### src/adcsp_cfg.svh
/*
 holds the constants of the serial output port: widths, pin positions,
 register offsets, field positions, reset values and sclk timing.
 assumes it is included by its bare name wherever a constant is used.
*/
`ifndef ADCSP_CFG_SVH
`define ADCSP_CFG_SVH

// ------------------------------------------------------------
// data and timing
// ------------------------------------------------------------
`define ADCSP_W        16
`define ADCSP_NBITS    5'h10
`define ADCSP_QTR      3'h2
`define ADCSP_BITS_INT 16
`define ADCSP_QTR_INT  2

// ------------------------------------------------------------
// shared pin positions on the data bus
// ------------------------------------------------------------
`define ADCSP_P_CKSRC  4
`define ADCSP_P_SPOL   5
`define ADCSP_P_INV    6
`define ADCSP_P_RDC    7
`define ADCSP_P_SDO    8
`define ADCSP_P_SCLK   9
`define ADCSP_P_SYNC   10

// ------------------------------------------------------------
// register map (byte offsets) and control fields
// ------------------------------------------------------------
`define ADCSP_OFS_CTRL   4'h0
`define ADCSP_OFS_RESULT 4'h4
`define ADCSP_OFS_STATUS 4'h8
`define ADCSP_CTRL_W     2
`define ADCSP_C_IFSEL    0
`define ADCSP_C_FMT      1
`define ADCSP_CTRL_RST   2'h2

`endif

### src/adcsp_pkg.sv
/*
 holds the types shared by the serial output port.
 assumes nothing of its surroundings.
*/
package adcsp_pkg;

	// ------------------------------------------------------------
	// frame sequencer states, one bit apart from idle
	// ------------------------------------------------------------
	typedef enum logic [1:0] {
		ST_IDLE   = 2'h0,
		ST_MASTER = 2'h1,
		ST_SLAVE  = 2'h2
	} adcsp_state_t;

endpackage

### src/adcsp_fifo.sv
/*
 holds the result fifo between the register bus and the shifter.
 assumes one clock; pop and push follow valid/ready handshakes.
*/
module adcsp_fifo #(
	parameter int W = 16,
	parameter int D = 8
) (
	input  wire logic         clk,
	input  wire logic         rst,
	input  wire logic         in_valid,
	output logic              in_ready,
	input  wire logic [W-1:0] in_data,
	output logic              out_valid,
	input  wire logic         out_ready,
	output logic      [W-1:0] out_data
);

	localparam int AW = $clog2(D);

	typedef struct packed {
		logic [D-1:0][W-1:0] mem;
		logic [AW-1:0]       wp;
		logic [AW-1:0]       rp;
		logic [AW:0]         cnt;
	} adcsp_fifo_t;

	adcsp_fifo_t st_r;
	adcsp_fifo_t st_nxt;
	logic        push;
	logic        pop;

	// ------------------------------------------------------------
	// pointers wrap at the depth, so any depth of two or more works
	// ------------------------------------------------------------
	function automatic logic [AW-1:0] inc(input logic [AW-1:0] p);
		inc = (p == AW'(D - 1)) ? '0 : p + AW'(1);
	endfunction

	always_comb begin
		st_nxt = st_r;
		push = in_valid && in_ready;
		pop = out_valid && out_ready;
		if (push) begin
			st_nxt.mem[st_r.wp] = in_data;
			st_nxt.wp = inc(st_r.wp);
		end
		if (pop) begin
			st_nxt.rp = inc(st_r.rp);
		end
		if (push && !pop) begin
			st_nxt.cnt = st_r.cnt + (AW+1)'(1);
		end else if (pop && !push) begin
			st_nxt.cnt = st_r.cnt - (AW+1)'(1);
		end
	end

	always_ff @(posedge clk) begin
		if (rst) begin
			st_r <= '0;
		end else begin
			st_r <= st_nxt;
		end
	end

	assign in_ready = st_r.cnt != (AW+1)'(D);
	assign out_valid = st_r.cnt != '0;
	assign out_data = st_r.mem[st_r.rp];

endmodule

### src/adcsp_sync.sv
/*
 holds a three-stage synchroniser with agreement filter.
 assumes each input bit is a slow level from outside the mclk domain.
*/
module adcsp_sync #(
	parameter int W = 6
) (
	input  wire logic         clk,
	input  wire logic         rst,
	input  wire logic [W-1:0] d,
	output logic      [W-1:0] q
);

	typedef struct packed {
		logic [W-1:0] s1;
		logic [W-1:0] s2;
		logic [W-1:0] s3;
		logic [W-1:0] q;
	} adcsp_sync_t;

	adcsp_sync_t st_r;
	adcsp_sync_t st_nxt;

	// ------------------------------------------------------------
	// a bit changes only once stages two and three agree
	// ------------------------------------------------------------
	always_comb begin
		st_nxt = st_r;
		st_nxt.s1 = d;
		st_nxt.s2 = st_r.s1;
		st_nxt.s3 = st_r.s2;
		st_nxt.q = (st_r.s2 & ~(st_r.s2 ^ st_r.s3)) |
			(st_r.q & (st_r.s2 ^ st_r.s3));
	end

	always_ff @(posedge clk) begin
		if (rst) begin
			st_r <= '0;
		end else begin
			st_r <= st_nxt;
		end
	end

	assign q = st_r.q;

endmodule

### src/adcsp_top.sv
/*
 holds the serial output port of a 16-bit converter: shared data pins,
 internal (master) and external (slave) serial clock, frame sync, chain
 input, result fifo and an avalon-mm register slave with waitrequest.
 assumes results arrive through the result register, conv_busy comes
 from the converter core on mclk, pins come from outside the domain.
*/
`include "adcsp_cfg.svh"

module adcsp_top #(
	parameter int W     = `ADCSP_W,
	parameter int DEPTH = 8
) (
	input  wire logic        MCLK,
	input  wire logic        SYS_RST,
	input  wire logic [3:0]  AV_ADDRESS,
	input  wire logic        AV_READ,
	input  wire logic        AV_WRITE,
	input  wire logic [31:0] AV_WRITEDATA,
	output logic      [31:0] AV_READDATA,
	output logic             AV_WAITREQUEST,
	input  wire logic        CONV_BUSY,
	input  wire logic        READ_N,
	input  wire logic [15:0] DATA_I,
	output logic      [15:0] DATA_O,
	output logic      [15:0] DATA_OE
);

	typedef struct packed {
		adcsp_pkg::adcsp_state_t st;
		logic [`ADCSP_CTRL_W-1:0] ctrl;
		logic [W-1:0]  last;
		logic [W-1:0]  sr;
		logic [4:0]    bits;
		logic [1:0]    qph;
		logic [2:0]    qcnt;
		logic          first;
		logic          sclk_prev;
		logic [15:0]   dout;
		logic [15:0]   doe;
		logic          wait_req;
		logic [31:0]   rdata;
	} adcsp_top_t;

	adcsp_top_t  st_r;
	adcsp_top_t  st_nxt;
	logic [5:0]  pin_q;
	logic        ext_s;
	logic        spol_s;
	logic        inv_s;
	logic        rdc_s;
	logic        sclk_s;
	logic        rd_n_s;
	logic        ifsel;
	logic        fmtsel;
	logic        fifo_iv;
	logic        fifo_ir;
	logic        fifo_ov;
	logic [W-1:0] fifo_od;
	logic        pop;
	logic        start_m;
	logic        start_s;
	logic        upd;
	logic        wr_res;

	// ------------------------------------------------------------
	// helpers
	// ------------------------------------------------------------
	// twos complement is straight binary with the msb flipped
	function automatic logic [W-1:0] fmt(input logic [W-1:0] d,
		input logic ob);
		fmt = d;
		fmt[W-1] = d[W-1] ^ !ob;
	endfunction

	// ------------------------------------------------------------
	// pin synchronisers and fifo
	// ------------------------------------------------------------
	adcsp_sync #(.W(6)) u_sync (
		.clk (MCLK),
		.rst (SYS_RST),
		.d   ({READ_N, DATA_I[`ADCSP_P_SCLK], DATA_I[`ADCSP_P_RDC],
			DATA_I[`ADCSP_P_INV], DATA_I[`ADCSP_P_SPOL],
			DATA_I[`ADCSP_P_CKSRC]}),
		.q   (pin_q)
	);

	assign {rd_n_s, sclk_s, rdc_s, inv_s, spol_s, ext_s} = pin_q;

	// a full fifo holds waitrequest high on a result write, stalling the bus master
	adcsp_fifo #(.W(W), .D(DEPTH)) u_fifo (
		.clk       (MCLK),
		.rst       (SYS_RST),
		.in_valid  (fifo_iv),
		.in_ready  (fifo_ir),
		.in_data   (AV_WRITEDATA[W-1:0]),
		.out_valid (fifo_ov),
		.out_ready (pop),
		.out_data  (fifo_od)
	);

	assign ifsel = st_r.ctrl[`ADCSP_C_IFSEL];
	assign fmtsel = st_r.ctrl[`ADCSP_C_FMT];

	// ------------------------------------------------------------
	// frame start conditions and external edge detect
	// ------------------------------------------------------------
	// internal clock: the read-mode pin gates the start on busy
	assign start_m = ifsel && !ext_s && fifo_ov &&
		(rdc_s ? CONV_BUSY : !CONV_BUSY);
	assign start_s = ifsel && ext_s && !rd_n_s;
	// update edge is the rise, or the fall when inverted
	assign upd = inv_s ? (st_r.sclk_prev && !sclk_s)
		: (!st_r.sclk_prev && sclk_s);
	assign wr_res = AV_WRITE && AV_ADDRESS == `ADCSP_OFS_RESULT;
	// push only at the edge where waitrequest is seen low
	assign fifo_iv = !st_r.wait_req && wr_res;

	// ------------------------------------------------------------
	// next state
	// ------------------------------------------------------------
	always_comb begin
		st_nxt = st_r;
		pop = 1'b0;
		st_nxt.sclk_prev = sclk_s;
		unique case (st_r.st)
			adcsp_pkg::ST_IDLE: begin
				if (!ifsel) begin
					// parallel mode shows each new result at once
					if (fifo_ov) begin
						pop = 1'b1;
						st_nxt.last = fifo_od;
					end
				end else if (start_m) begin
					pop = 1'b1;
					st_nxt.last = fifo_od;
					st_nxt.sr = fmt(fifo_od, fmtsel);
					st_nxt.bits = `ADCSP_NBITS;
					st_nxt.qph = 2'h0;
					st_nxt.qcnt = 3'h0;
					st_nxt.st = adcsp_pkg::ST_MASTER;
				end else if (start_s) begin
					// no new result: the old one is read again
					if (fifo_ov) begin
						pop = 1'b1;
						st_nxt.last = fifo_od;
						st_nxt.sr = fmt(fifo_od, fmtsel);
					end else begin
						st_nxt.sr = fmt(st_r.last, fmtsel);
					end
					st_nxt.first = 1'b1;
					st_nxt.st = adcsp_pkg::ST_SLAVE;
				end
			end
			adcsp_pkg::ST_MASTER: begin
				// four quarters per bit; data moves only at quarter 0
				if (st_r.qcnt == `ADCSP_QTR - 3'h1) begin
					st_nxt.qcnt = 3'h0;
					st_nxt.qph = st_r.qph + 2'h1;
					if (st_r.qph == 2'h3) begin
						st_nxt.sr = st_r.sr << 1;
						st_nxt.bits = st_r.bits - 5'h1;
						if (st_r.bits == 5'h1) begin
							st_nxt.st = adcsp_pkg::ST_IDLE;
						end
					end
				end else begin
					st_nxt.qcnt = st_r.qcnt + 3'h1;
				end
			end
			adcsp_pkg::ST_SLAVE: begin
				if (rd_n_s || !ifsel || !ext_s) begin
					st_nxt.st = adcsp_pkg::ST_IDLE;
				end else if (upd) begin
					// first edge presents the msb; later ones shift
					if (st_r.first) begin
						st_nxt.first = 1'b0;
					end else begin
						st_nxt.sr = {st_r.sr[W-2:0], rdc_s};
					end
				end
			end
			default: begin
				st_nxt.st = adcsp_pkg::ST_IDLE;
			end
		endcase

		// pins: parallel bus, or serial roles on the shared bits
		if (!ifsel) begin
			st_nxt.dout = 16'(fmt(st_r.last, fmtsel));
			st_nxt.doe = 16'hFFFF;
		end else begin
			st_nxt.dout = 16'h0000;
			st_nxt.doe = 16'h0000;
			st_nxt.dout[`ADCSP_P_SDO] = (st_r.st != adcsp_pkg::ST_IDLE)
				&& st_r.sr[W-1];
			st_nxt.doe[`ADCSP_P_SDO] = 1'b1;
			st_nxt.dout[`ADCSP_P_SCLK] = ((st_r.st ==
				adcsp_pkg::ST_MASTER) && ^st_r.qph) ^ inv_s;
			st_nxt.doe[`ADCSP_P_SCLK] = !ext_s;
			st_nxt.dout[`ADCSP_P_SYNC] = (st_r.st ==
				adcsp_pkg::ST_MASTER) ^ spol_s;
			st_nxt.doe[`ADCSP_P_SYNC] = 1'b1;
		end

		// bus: one wait cycle, longer while a result push finds it full
		st_nxt.wait_req = !(st_r.wait_req && (AV_READ || AV_WRITE)
			&& (!wr_res || fifo_ir));
		if (st_r.wait_req && AV_READ) begin
			unique case (AV_ADDRESS)
				`ADCSP_OFS_CTRL: st_nxt.rdata = 32'(st_r.ctrl);
				`ADCSP_OFS_RESULT: st_nxt.rdata = 32'(st_r.last);
				`ADCSP_OFS_STATUS: st_nxt.rdata = 32'({st_r.st !=
					adcsp_pkg::ST_IDLE, ext_s, !fifo_ir, !fifo_ov});
				default: st_nxt.rdata = 32'h0000_0000;
			endcase
		end
		if (!st_r.wait_req && AV_WRITE &&
			AV_ADDRESS == `ADCSP_OFS_CTRL) begin
			st_nxt.ctrl = AV_WRITEDATA[`ADCSP_CTRL_W-1:0];
		end
	end

	// ------------------------------------------------------------
	// state register
	// ------------------------------------------------------------
	always_ff @(posedge MCLK) begin
		if (SYS_RST) begin
			st_r <= '0;
			st_r.ctrl <= `ADCSP_CTRL_RST;
			st_r.wait_req <= 1'b1;
		end else begin
			st_r <= st_nxt;
		end
	end

	assign AV_READDATA = st_r.rdata;
	assign AV_WAITREQUEST = st_r.wait_req;
	assign DATA_O = st_r.dout;
	assign DATA_OE = st_r.doe;

	// ------------------------------------------------------------
	// checks
	// ------------------------------------------------------------
	localparam int FRM_CYC = `ADCSP_BITS_INT * 4 * `ADCSP_QTR_INT;
endmodule

### config.mk
export PLATFORM = sky130hd
export DESIGN_NAME = adcsp_top
export DESIGN_NICKNAME = d
export VERILOG_FILES = /design/src/adcsp_pkg.sv /design/src/adcsp_fifo.sv /design/src/adcsp_sync.sv /design/src/adcsp_top.sv
export VERILOG_INCLUDE_DIRS = /design/src
export SDC_FILE = /design/constraint.sdc
export NUM_CORES = 1
export LEC_CHECK = 0
export BUFFER_PORTS_ARGS = -buffer_cell sky130_fd_sc_hd__buf_2
export CAP_MARGIN = 20
export CORE_ASPECT_RATIO = 1.1
export CORE_MARGIN = 2
export CORE_UTILIZATION = 35
export DETAILED_ROUTE_END_ITERATION = 10
export SYNTH_ARGS = -nofsm -noshare
export SYNTH_HDL_FRONTEND = slang
export SYNTH_SLANG_ARGS = --single-unit
### constraint.sdc
create_clock -name MCLK -period 3.39 [get_ports MCLK]
set_input_delay 0.339 -clock MCLK [delete_from_list [all_inputs] [get_ports MCLK]]
set_output_delay 0.339 -clock MCLK [all_outputs]
set_load 0.02 [all_outputs]
==> results of run 1 <==
cell type report:
class                   count  share of cell area
multi-input cells         884               0.420
flip-flops and latches    246               0.409
clock buffers              42              0.0658
repair buffers            112              0.0549
well taps                 414              0.0430
clock inverters             8             0.00364
inverters                  11             0.00343
cell usage in the layout (no fill, tap or decap), drive strengths merged, types with 4 or more instances in the layout:
master,instances
a21oi,199
inv,12
and2,16
o22ai,14
conb,16
a22oi,5
xnor2,5
a211oi,18
nand3b,4
buf,112
o21ai,12
nor2b,24
mux2i,41
mux2,31
nand2,337
or3,6
dfxtp,246
nand3,19
xor2,6
and3,8
a222oi,15
ha,14
nor3,6
clkinv,7
nor2,30
clkbuf,42
nand2b,6
a221oi,14
routing by layer:
| metal | part of all wire | vias to the layer above |
|---|---|---|
| met3 | 0.063 | 47 |
| li1 | - | 4300 |
| met2 | 0.47 | 264 |
| met4 | 0.022 | 2 |
| met1 | 0.45 | 4065 |
| met5 | 0.00056 | - |
cells by family after synthesis:
| family | after synthesis | share of synthesized area |
|---|---|---|
| mux | 73 | 0.0714 |
| compound gates | 298 | 0.168 |
| flops | 246 | 0.450 |
| fa+ha+maj | 15 | 0.0178 |
| simple gates | 471 | 0.190 |
| xor+xnor | 11 | 0.00880 |
| other cells | 1 | 0.000343 |
| buf+inv | 171 | 0.0928 |
metrics by stage:
step | instances | total power [mW] | cell area [um^2]
final | 1717 | 7.92 | 12000
after global routing | 1717 | 8.29 | 12000
after detailed placement | 1667 | 5.19 | 11200
after global placement | 1667 | 5.17 | 11200
after floorplan | 1301 | 4.64 | 11000
after CTS | 1717 | 7.97 | 12000
power groups by stage:
stage | registers (mW) | logic, mW | clock network [mW]
final | 3.26 | 1.89 | 2.77
after global routing | 3.28 | 2.04 | 2.97
after CTS | 3.25 | 1.87 | 2.84
after detailed placement | 3.32 | 1.87 | 0
after global placement | 3.31 | 1.86 | 0
after floorplan | 3.23 | 1.41 | 0
sequential cells by signal, summed over array words and instances, names as in the netlist, 3 cells and up, named ones only:
| signal | flops |
|---|---|
| st_r | 46 |
| DATA_O | 16 |
| DATA_OE | 3 |
| u_fifo.st_r | 138 |
| u_sync.st_nxt | 12 |
| u_sync.st_r | 6 |
| AV_READDATA | 16 |
critical path, stage by stage, from the launching register on:
cell	delay [ns]
sky130_fd_sc_hd__dfxtp_1	0.35
sky130_fd_sc_hd__or4b_1	0.63
sky130_fd_sc_hd__nor3_1	0.35
sky130_fd_sc_hd__ha_1	0.26
sky130_fd_sc_hd__inv_1	0.09
sky130_fd_sc_hd__ha_1	0.28
sky130_fd_sc_hd__a21o_1	0.18
sky130_fd_sc_hd__a21oi_1	0.17
sky130_fd_sc_hd__xnor2_1	0.09
sky130_fd_sc_hd__or3_1	0.31
sky130_fd_sc_hd__a21oi_1	0.14
worst max-delay path by stage:
stage          slack [ns]             end
2_1_floorplan        0.42  u_fifo.st_r[3]
3_3_place_gp         0.40  u_fifo.st_r[3]
3_5_place_dp         0.38  u_fifo.st_r[3]
4_1_cts              0.49  u_fifo.st_r[3]
5_1_grt              0.32  u_fifo.st_r[3]
6_report             0.47  u_fifo.st_r[3]
==> impl_table.tex, run 1 <==
\begin{tabular}{lr}
\hline
Metric & Value \\
\hline
\multicolumn{2}{l}{\textbf{Worst setup path}} \\
\quad Kind of end point of the critical path & register \\
\quad FF-to-FF End & u\_fifo.st\_r[3] \\
\quad Maximum fanout encountered on the critical timing path & 7 \\
\quad Setup Crit Path Kind & reg2reg \\
\quad Data required time at the worst endpoint & 3.86 ns \\
\quad Crit start category & register \\
\quad Origin of the worst setup path & AV\_WAITREQUEST \\
\quad Worst setup slack for register-to-register paths & 0.47 ns \\
\quad Number of cells traversed by the worst register-to-register path & 10 \\
\quad Arrival time at the worst endpoint & 3.39 ns \\
\quad Reg-to-Reg Start & AV\_WAITREQUEST \\
\multicolumn{2}{l}{\textbf{Routing}} \\
\quad Initial detailed-routing violation count & 758 \\
\quad Via-per-instance ratio & 5.05 \\
\quad Via count & 8678 \\
\quad Remaining antenna violation count & 0 \\
\quad DRC violations left & 0 \\
\quad Final WL & 28.6 mm \\
\quad DR WL/cell & 16.6 um \\
\quad 1st-pass router iterations & 5 \\
\multicolumn{2}{l}{\textbf{Clocking}} \\
\quad Level count of the clock H-tree & 1 \\
\quad Max Root-Sink Buffers & 3 \\
\quad CTS Hold Bufs & 0 \\
\quad Post-CTS setup repair buffer count & 0 \\
\quad Post-cts sizing count & 0 \\
\quad Worst-Skew Late Latency & 0.55 ns \\
\quad Clk root buf & sky130\_fd\_sc\_hd\_\_clkbuf\_16 \\
\quad Clock tree from TritonCTS & done \\
\quad Number of clock sinks & 246 \\
\quad Reg clk slew, reported paths & 0.06 ns \\
\quad Total CTS buffers & 27 \\
\multicolumn{2}{l}{\textbf{Synthesis}} \\
\quad Count of warnings emitted by yosys & 0 \\
\quad Number of synthesized flops with an enable pin & 0 \\
\quad Fraction of post-synthesis cell area in the top cell type by area & 0.450 \\
\quad Most frequently used flop master after synthesis & sky130\_fd\_sc\_hd\_\_dfxtp\_1 \\
\quad Proportion of register bits with asynchronous set or reset after synthesis & 0 \\
\quad Biggest area contributors in the synthesized netlist & sky130\_fd\_sc\_hd\_\_dfxtp\_1 (45\%), sky130\_fd\_sc\_hd\_\_nand2\_1 (12\%), sky130\_fd\_sc\_hd\_\_a21oi\_1 (9.1\%) \\
\quad Synthesized instance count & 1286 \\
\quad Post-Synthesis Cell Area & 10900 um\^{}2 \\
\quad Syn Area/Cell & 8.51 um\^{}2 \\
\quad Number of library cell types mapped by synthesis & 65 \\
\quad Part of the Yosys area used for sequential elements & 0.450 \\
\quad Post-synthesis cell type with the largest combined area & sky130\_fd\_sc\_hd\_\_dfxtp\_1 \\
\quad Leading post-synthesis cells by instance count & sky130\_fd\_sc\_hd\_\_nand2\_1 (336), sky130\_fd\_sc\_hd\_\_dfxtp\_1 (246), sky130\_fd\_sc\_hd\_\_a21oi\_1 (199) \\
\quad Cell with the most instances after synthesis & sky130\_fd\_sc\_hd\_\_nand2\_1 \\
\quad Register bit count reported by yosys & 246 \\
\multicolumn{2}{l}{\textbf{Power}} \\
\quad Power density over the cells & 658 nW/um\^{}2 \\
\quad Internal Pwr Total & 5.38 mW \\
\quad Part of the power in the clock network & 0.350 \\
\quad Peak VDD IR & 0.000384 V \\
\quad Switching power of the nets & 2.54 mW \\
\quad Fraction of power consumed by combinational cells & 0.239 \\
\quad Sequential group share of total power & 0.411 \\
\quad Static Leak & 4.27 nW \\
\quad Switching share of total power & 0.320 \\
\multicolumn{2}{l}{\textbf{Global route}} \\
\quad Met3 demand-to-capacity share in global routing & 0.0283 \\
\quad Overall global routing resource usage & 0.170 \\
\quad Number of global-route vias before repair & 8114 \\
\quad Residual overflow from global routing & 0 \\
\quad Antenna violations before repair & 1 \\
\quad GRT busiest layer & met2 \\
\quad Pin count of the biggest net entering global routing & 107 \\
\quad Met2 track demand over resource in global routing & 0.285 \\
\quad Global-route wire length before repair & 45.3 mm \\
\quad Met1 Track Usage GR & 0.225 \\
\multicolumn{2}{l}{\textbf{Min path}} \\
\quad Capture endpoint of the worst hold path & u\_sync.st\_nxt[15] \\
\quad Hold Startpoint & DATA\_I[7] \\
\quad Count of cells along the worst hold path & 2 \\
\quad Tightest Hold Check Type & in2reg \\
\multicolumn{2}{l}{\textbf{Cells and area}} \\
\quad Total area of multi-input combinational cells & 5060 um\^{}2 \\
\quad Synth-to-layout area growth & 10.0\% \\
\quad Count of inserted antenna diode cells & 0 \\
\quad FF/Latch Area & 4930 um\^{}2 \\
\quad Total of fill cells in the finished design & 3100 \\
\quad Post-layout net count & 1355 \\
\quad Post-layout utilization of the core & 0.394 \\
\quad Fraction of layout instances using a drive strength above 1 & 0.160 \\
\multicolumn{2}{l}{\textbf{STA}} \\
\quad Setup repair after global routing missed its margin & no \\
\quad Slew HR & 0.422 \\
\quad Time the worst path needs with I/O delays and setup & 2.92 ns \\
\quad Hold slack final & 0.0258 ns \\
\quad Total negative slack & 0 ns \\
\quad Actual transition at the worst max-transition pin & 0.865 ns \\
\quad Part of the cycle the worst path needs & 0.863 \\
\quad Final setup skew & 0.0287 ns \\
\quad Final critical-path setup slack & 0.466 ns \\
\quad Final setup violation count & 0 \\
\quad Final hold violation count & 0 \\
\quad Slew Limit Fails & 0 \\
\quad Achievable frequency & 0.342 GHz \\
\multicolumn{2}{l}{\textbf{Floorplanning}} \\
\quad Initial cell density of the core & 0.358 \\
\quad Die span in y & 189 um \\
\quad Boundary Pins & 123 \\
\quad Num rows & 67 \\
\quad Core area & 30600 um\^{}2 \\
\quad Die outline area & 32700 um\^{}2 \\
\quad Die width & 173 um \\
\multicolumn{2}{l}{\textbf{Outcome}} \\
\quad Status & finished clean \\
\multicolumn{2}{l}{\textbf{Placement}} \\
\quad Post-placement setup slack & 0.384 ns \\
\quad Final weighted congestion in routability-driven placement & 0.799 \\
\quad PortBufs & 79 \\
\quad Post-detailed-placement half-perimeter wirelength & 18.2 mm \\
\multicolumn{2}{l}{\textbf{Run}} \\
\quad Max Cap Violations & 0 \\
\hline
\end{tabular}
Power figures use the tool's default switching activity.
==> run 2: changes to the inputs <==
==> constraint.sdc (replaced) <==
create_clock -name MCLK -period 2.86 [get_ports MCLK]
set_input_delay 0.286 -clock MCLK [delete_from_list [all_inputs] [get_ports MCLK]]
set_output_delay 0.286 -clock MCLK [all_outputs]
set_load 0.02 [all_outputs]
==> run 2 against run 1 <==
Routed wire length decreased by 0.61%. Via count increased by 1.0%. Cell count grew 0.87%. Non-clock buffer count increased by 16. Clock skew down 0.017 ns. Sequential share of layout area decreased by 0.91 points. Die area is the same. Largest power group unchanged. Highest routed layer is now met4.
==> impl_table.tex, run 2 (synthesis results as in run 1) <==
\begin{tabular}{lr}
\hline
Metric & Value \\
\hline
\multicolumn{2}{l}{\textbf{Outcome}} \\
\quad Status & finished clean \\
\multicolumn{2}{l}{\textbf{Floorplanning}} \\
\quad Core area & 30600 um\^{}2 (unchanged) \\
\quad Die width & 173 um (unchanged) \\
\quad Num rows & 67 (unchanged) \\
\quad Initial cell density of the core & 0.358 (unchanged) \\
\quad Die span in y & 189 um (unchanged) \\
\quad Boundary Pins & 123 (unchanged) \\
\quad Die outline area & 32700 um\^{}2 (unchanged) \\
\multicolumn{2}{l}{\textbf{Power}} \\
\quad Internal Pwr Total & 6.71 mW (+25\%) \\
\quad Switching share of total power & 0.310 (-0.0105) \\
\quad Final Total Pwr & 9.72 mW (+23\%) \\
\quad Power density over the cells & 789 nW/um\^{}2 (+20\%) \\
\quad Part of the power in the clock network & 0.371 (+0.021) \\
\quad Switching power of the nets & 3.01 mW (+19\%) \\
\quad Sequential group share of total power & 0.398 (-0.013) \\
\quad Fraction of power consumed by combinational cells & 0.231 (-0.008) \\
\quad Static Leak & 4.39 nW (+2.9\%) \\
\quad Peak VDD IR & 0.000441 V (+15\%) \\
\multicolumn{2}{l}{\textbf{Clocking}} \\
\quad Max Root-Sink Buffers & 3 (unchanged) \\
\quad Clock tree from TritonCTS & done \\
\quad Worst-Skew Late Latency & 0.54 ns (about the same) \\
\quad Post-CTS setup repair buffer count & 0 (unchanged) \\
\quad Reg clk slew, reported paths & 0.06 ns (about the same) \\
\quad Clk root buf & sky130\_fd\_sc\_hd\_\_clkbuf\_16 \\
\quad Level count of the clock H-tree & 1 (unchanged) \\
\quad Number of clock sinks & 246 (unchanged) \\
\quad Total CTS buffers & 27 (unchanged) \\
\multicolumn{2}{l}{\textbf{Worst setup path}} \\
\quad CP top delay family & simple AND/OR/NAND/NOR gates \\
\quad Kind of end point of the critical path & register \\
\quad Worst setup slack for register-to-register paths & 0.26 ns (-0.21 ns) \\
\quad Delay of the slowest cell on the worst path & 0.31 ns (-0.32 ns) \\
\quad Worst path slowest cell & sky130\_fd\_sc\_hd\_\_dfxtp\_1 \\
\quad Arrival time at the worst endpoint & 3.07 ns (-0.32 ns) \\
\quad Ordered cell list for the critical path & nand2b\_1, or2\_1, a31oi\_2, inv\_2, ha\_1, inv\_1, ha\_1, a21o\_1, a21oi\_1, xnor2\_1, or3\_1, a21oi\_1 \\
\quad Crit start category & register \\
\quad Setup Crit Path Kind & reg2reg \\
\quad Data required time at the worst endpoint & 3.33 ns (-0.53 ns) \\
\quad Bufs and invs on worst path & 2 (+1) \\
\quad Maximum fanout encountered on the critical timing path & 5 (-2) \\
\multicolumn{2}{l}{\textbf{Routing}} \\
\quad Via count & 8767 (+1.0\%) \\
\quad DR WL/cell & 16.4 um (-1.5\%) \\
\quad Initial detailed-routing violation count & 675 (-11\%) \\
\quad Via-per-instance ratio & 5.06 (+0.15\%) \\
\quad Final WL & 28.4 mm (-0.61\%) \\
\quad DRC violations left & 0 (unchanged) \\
\quad 1st-pass router iterations & 8 (+3) \\
\quad Remaining antenna violation count & 0 (unchanged) \\
\multicolumn{2}{l}{\textbf{Cells and area}} \\
\quad Final instance area & 12300 um\^{}2 (+2.3\%) \\
\quad Post-layout utilization of the core & 0.403 (+0.00900) \\
\quad Synth-to-layout area growth & 12.6\% \\
\quad Fraction of layout instances using a drive strength above 1 & 0.170 (+0.00968) \\
\quad Commonest cells after routing, fill and taps aside & sky130\_fd\_sc\_hd\_\_nand2\_1 (336), sky130\_fd\_sc\_hd\_\_dfxtp\_1 (245), sky130\_fd\_sc\_hd\_\_a21oi\_1 (199), sky130\_fd\_sc\_hd\_\_buf\_2 (78), sky130\_fd\_sc\_hd\_\_mux2i\_1 (41) \\
\quad Leading cell type in the layout, fill and taps excluded & sky130\_fd\_sc\_hd\_\_nand2\_1 \\
\quad Leading registers by flop count & u\_fifo.st\_r (138), st\_r (46) \\
\quad Post-layout net count & 1371 (+1.2\%) \\
\quad Total of fill cells in the finished design & 3081 (-0.61\%) \\
\quad Top reg by flops & u\_fifo.st\_r \\
\quad Number of flip-flops under the largest register name & 138 (unchanged) \\
\multicolumn{2}{l}{\textbf{Global route}} \\
\quad Overall global routing resource usage & 0.170 (-0.000604) \\
\quad Number of global-route vias before repair & 8195 (+1.0\%) \\
\quad Pin count of the biggest net entering global routing & 116 (+8.4\%) \\
\quad Residual overflow from global routing & 0 (unchanged) \\
\quad Global-route wire length before repair & 45.2 mm (-0.36\%) \\
\quad Antenna violations before repair & 1 (unchanged) \\
\multicolumn{2}{l}{\textbf{Run}} \\
\quad Max Cap Violations & 0 (unchanged) \\
\multicolumn{2}{l}{\textbf{STA}} \\
\quad Final hold violation count & 0 (unchanged) \\
\quad Time the worst path needs with I/O delays and setup & 2.60 ns (-0.320 ns) \\
\quad Achievable frequency & 0.384 GHz (+12\%) \\
\quad Slew Limit Fails & 0 (unchanged) \\
\quad Part of the cycle the worst path needs & 0.911 (+0.0479) \\
\quad Final setup skew & 0.0120 ns (-0.0167 ns) \\
\quad Final setup violation count & 0 (unchanged) \\
\quad Total negative slack & 0 ns (unchanged) \\
\quad Actual transition at the worst max-transition pin & 0.748 ns (-0.118 ns) \\
\quad Setup repair after global routing missed its margin & no \\
\quad Slew HR & 0.502 (+0.0798) \\
\multicolumn{2}{l}{\textbf{Placement}} \\
\quad PortBufs & 79 (unchanged) \\
\quad Area after DPL & 11300 um\^{}2 (+1.0\%) \\
\quad Final weighted congestion in routability-driven placement & 0.790 (-1.1\%) \\
\quad Post-detailed-placement half-perimeter wirelength & 18.3 mm (+0.75\%) \\
\multicolumn{2}{l}{\textbf{Min path}} \\
\quad Tightest Hold Check Type & in2reg \\
\hline
\end{tabular}
[run 2: final timing paths]
path                     start                end  depth (start not counted)
max                   register     u_fifo.st_r[3]                         12
min reg2reg  u_sync.st_nxt[16]  u_sync.st_nxt[10]                          1
max reg2reg           register     u_fifo.st_r[3]                         12
min                    AV_READ     AV_WAITREQUEST                          2
[run 2: through the flow]
| stage | hold WS [ns] | setup WS (ns) | cells |
|---|---|---|---|
| floorplan | 0.414 | 0.00498 | 1301 |
| global placement | 0.426 | 0.0455 | 1677 |
| detailed placement | 0.423 | 0.0760 | 1677 |
| CTS | 0.000183 | 0.170 | 1730 |
| global route | 0.0132 | 0.0495 | 1731 |
| finish | 0.000490 | 0.256 | 1732 |
[run 2: final cells by class]
cell class / instances / area [um^2] / area share
multi-input cells: 884 / 5070 / 0.411
flip-flops and latches: 246 / 4930 / 0.400
repair buffers: 128 / 832 / 0.0675
clock buffers: 39 / 801 / 0.0650
well taps: 414 / 518 / 0.0420
clock inverters: 9 / 133 / 0.0108
inverters: 11 / 41.3 / 0.00335
diodes: 1 / 2.50 / 0.000203
[run 2: timing repair]
item | 4_1_cts | 5_1_grt
setup endpoints to repair | 0 | 1
gates resized for setup | 0 | 1
hold buffers | 5 | 0
hold endpoints to repair | 5 | 0
[run 2: power groups by stage]
stage | combinational (mW) | clock, mW | sequential (mW)
2_1_floorplan | 1.67 | 0 | 3.82
3_3_place_gp | 2.19 | 0 | 3.93
3_5_place_dp | 2.20 | 0 | 3.94
4_1_cts | 2.21 | 3.69 | 3.87
5_1_grt | 2.42 | 3.84 | 3.90
6_report | 2.25 | 3.60 | 3.87
[run 2: layer usage]
layer  up-vias  global-route usage  wire length, um
met5         -                   0                0
met4         0              0.0519              583
met3        42              0.0305             1910
met2       266               0.283            13400
met1      4111               0.223            12500
li1       4348                   -                -
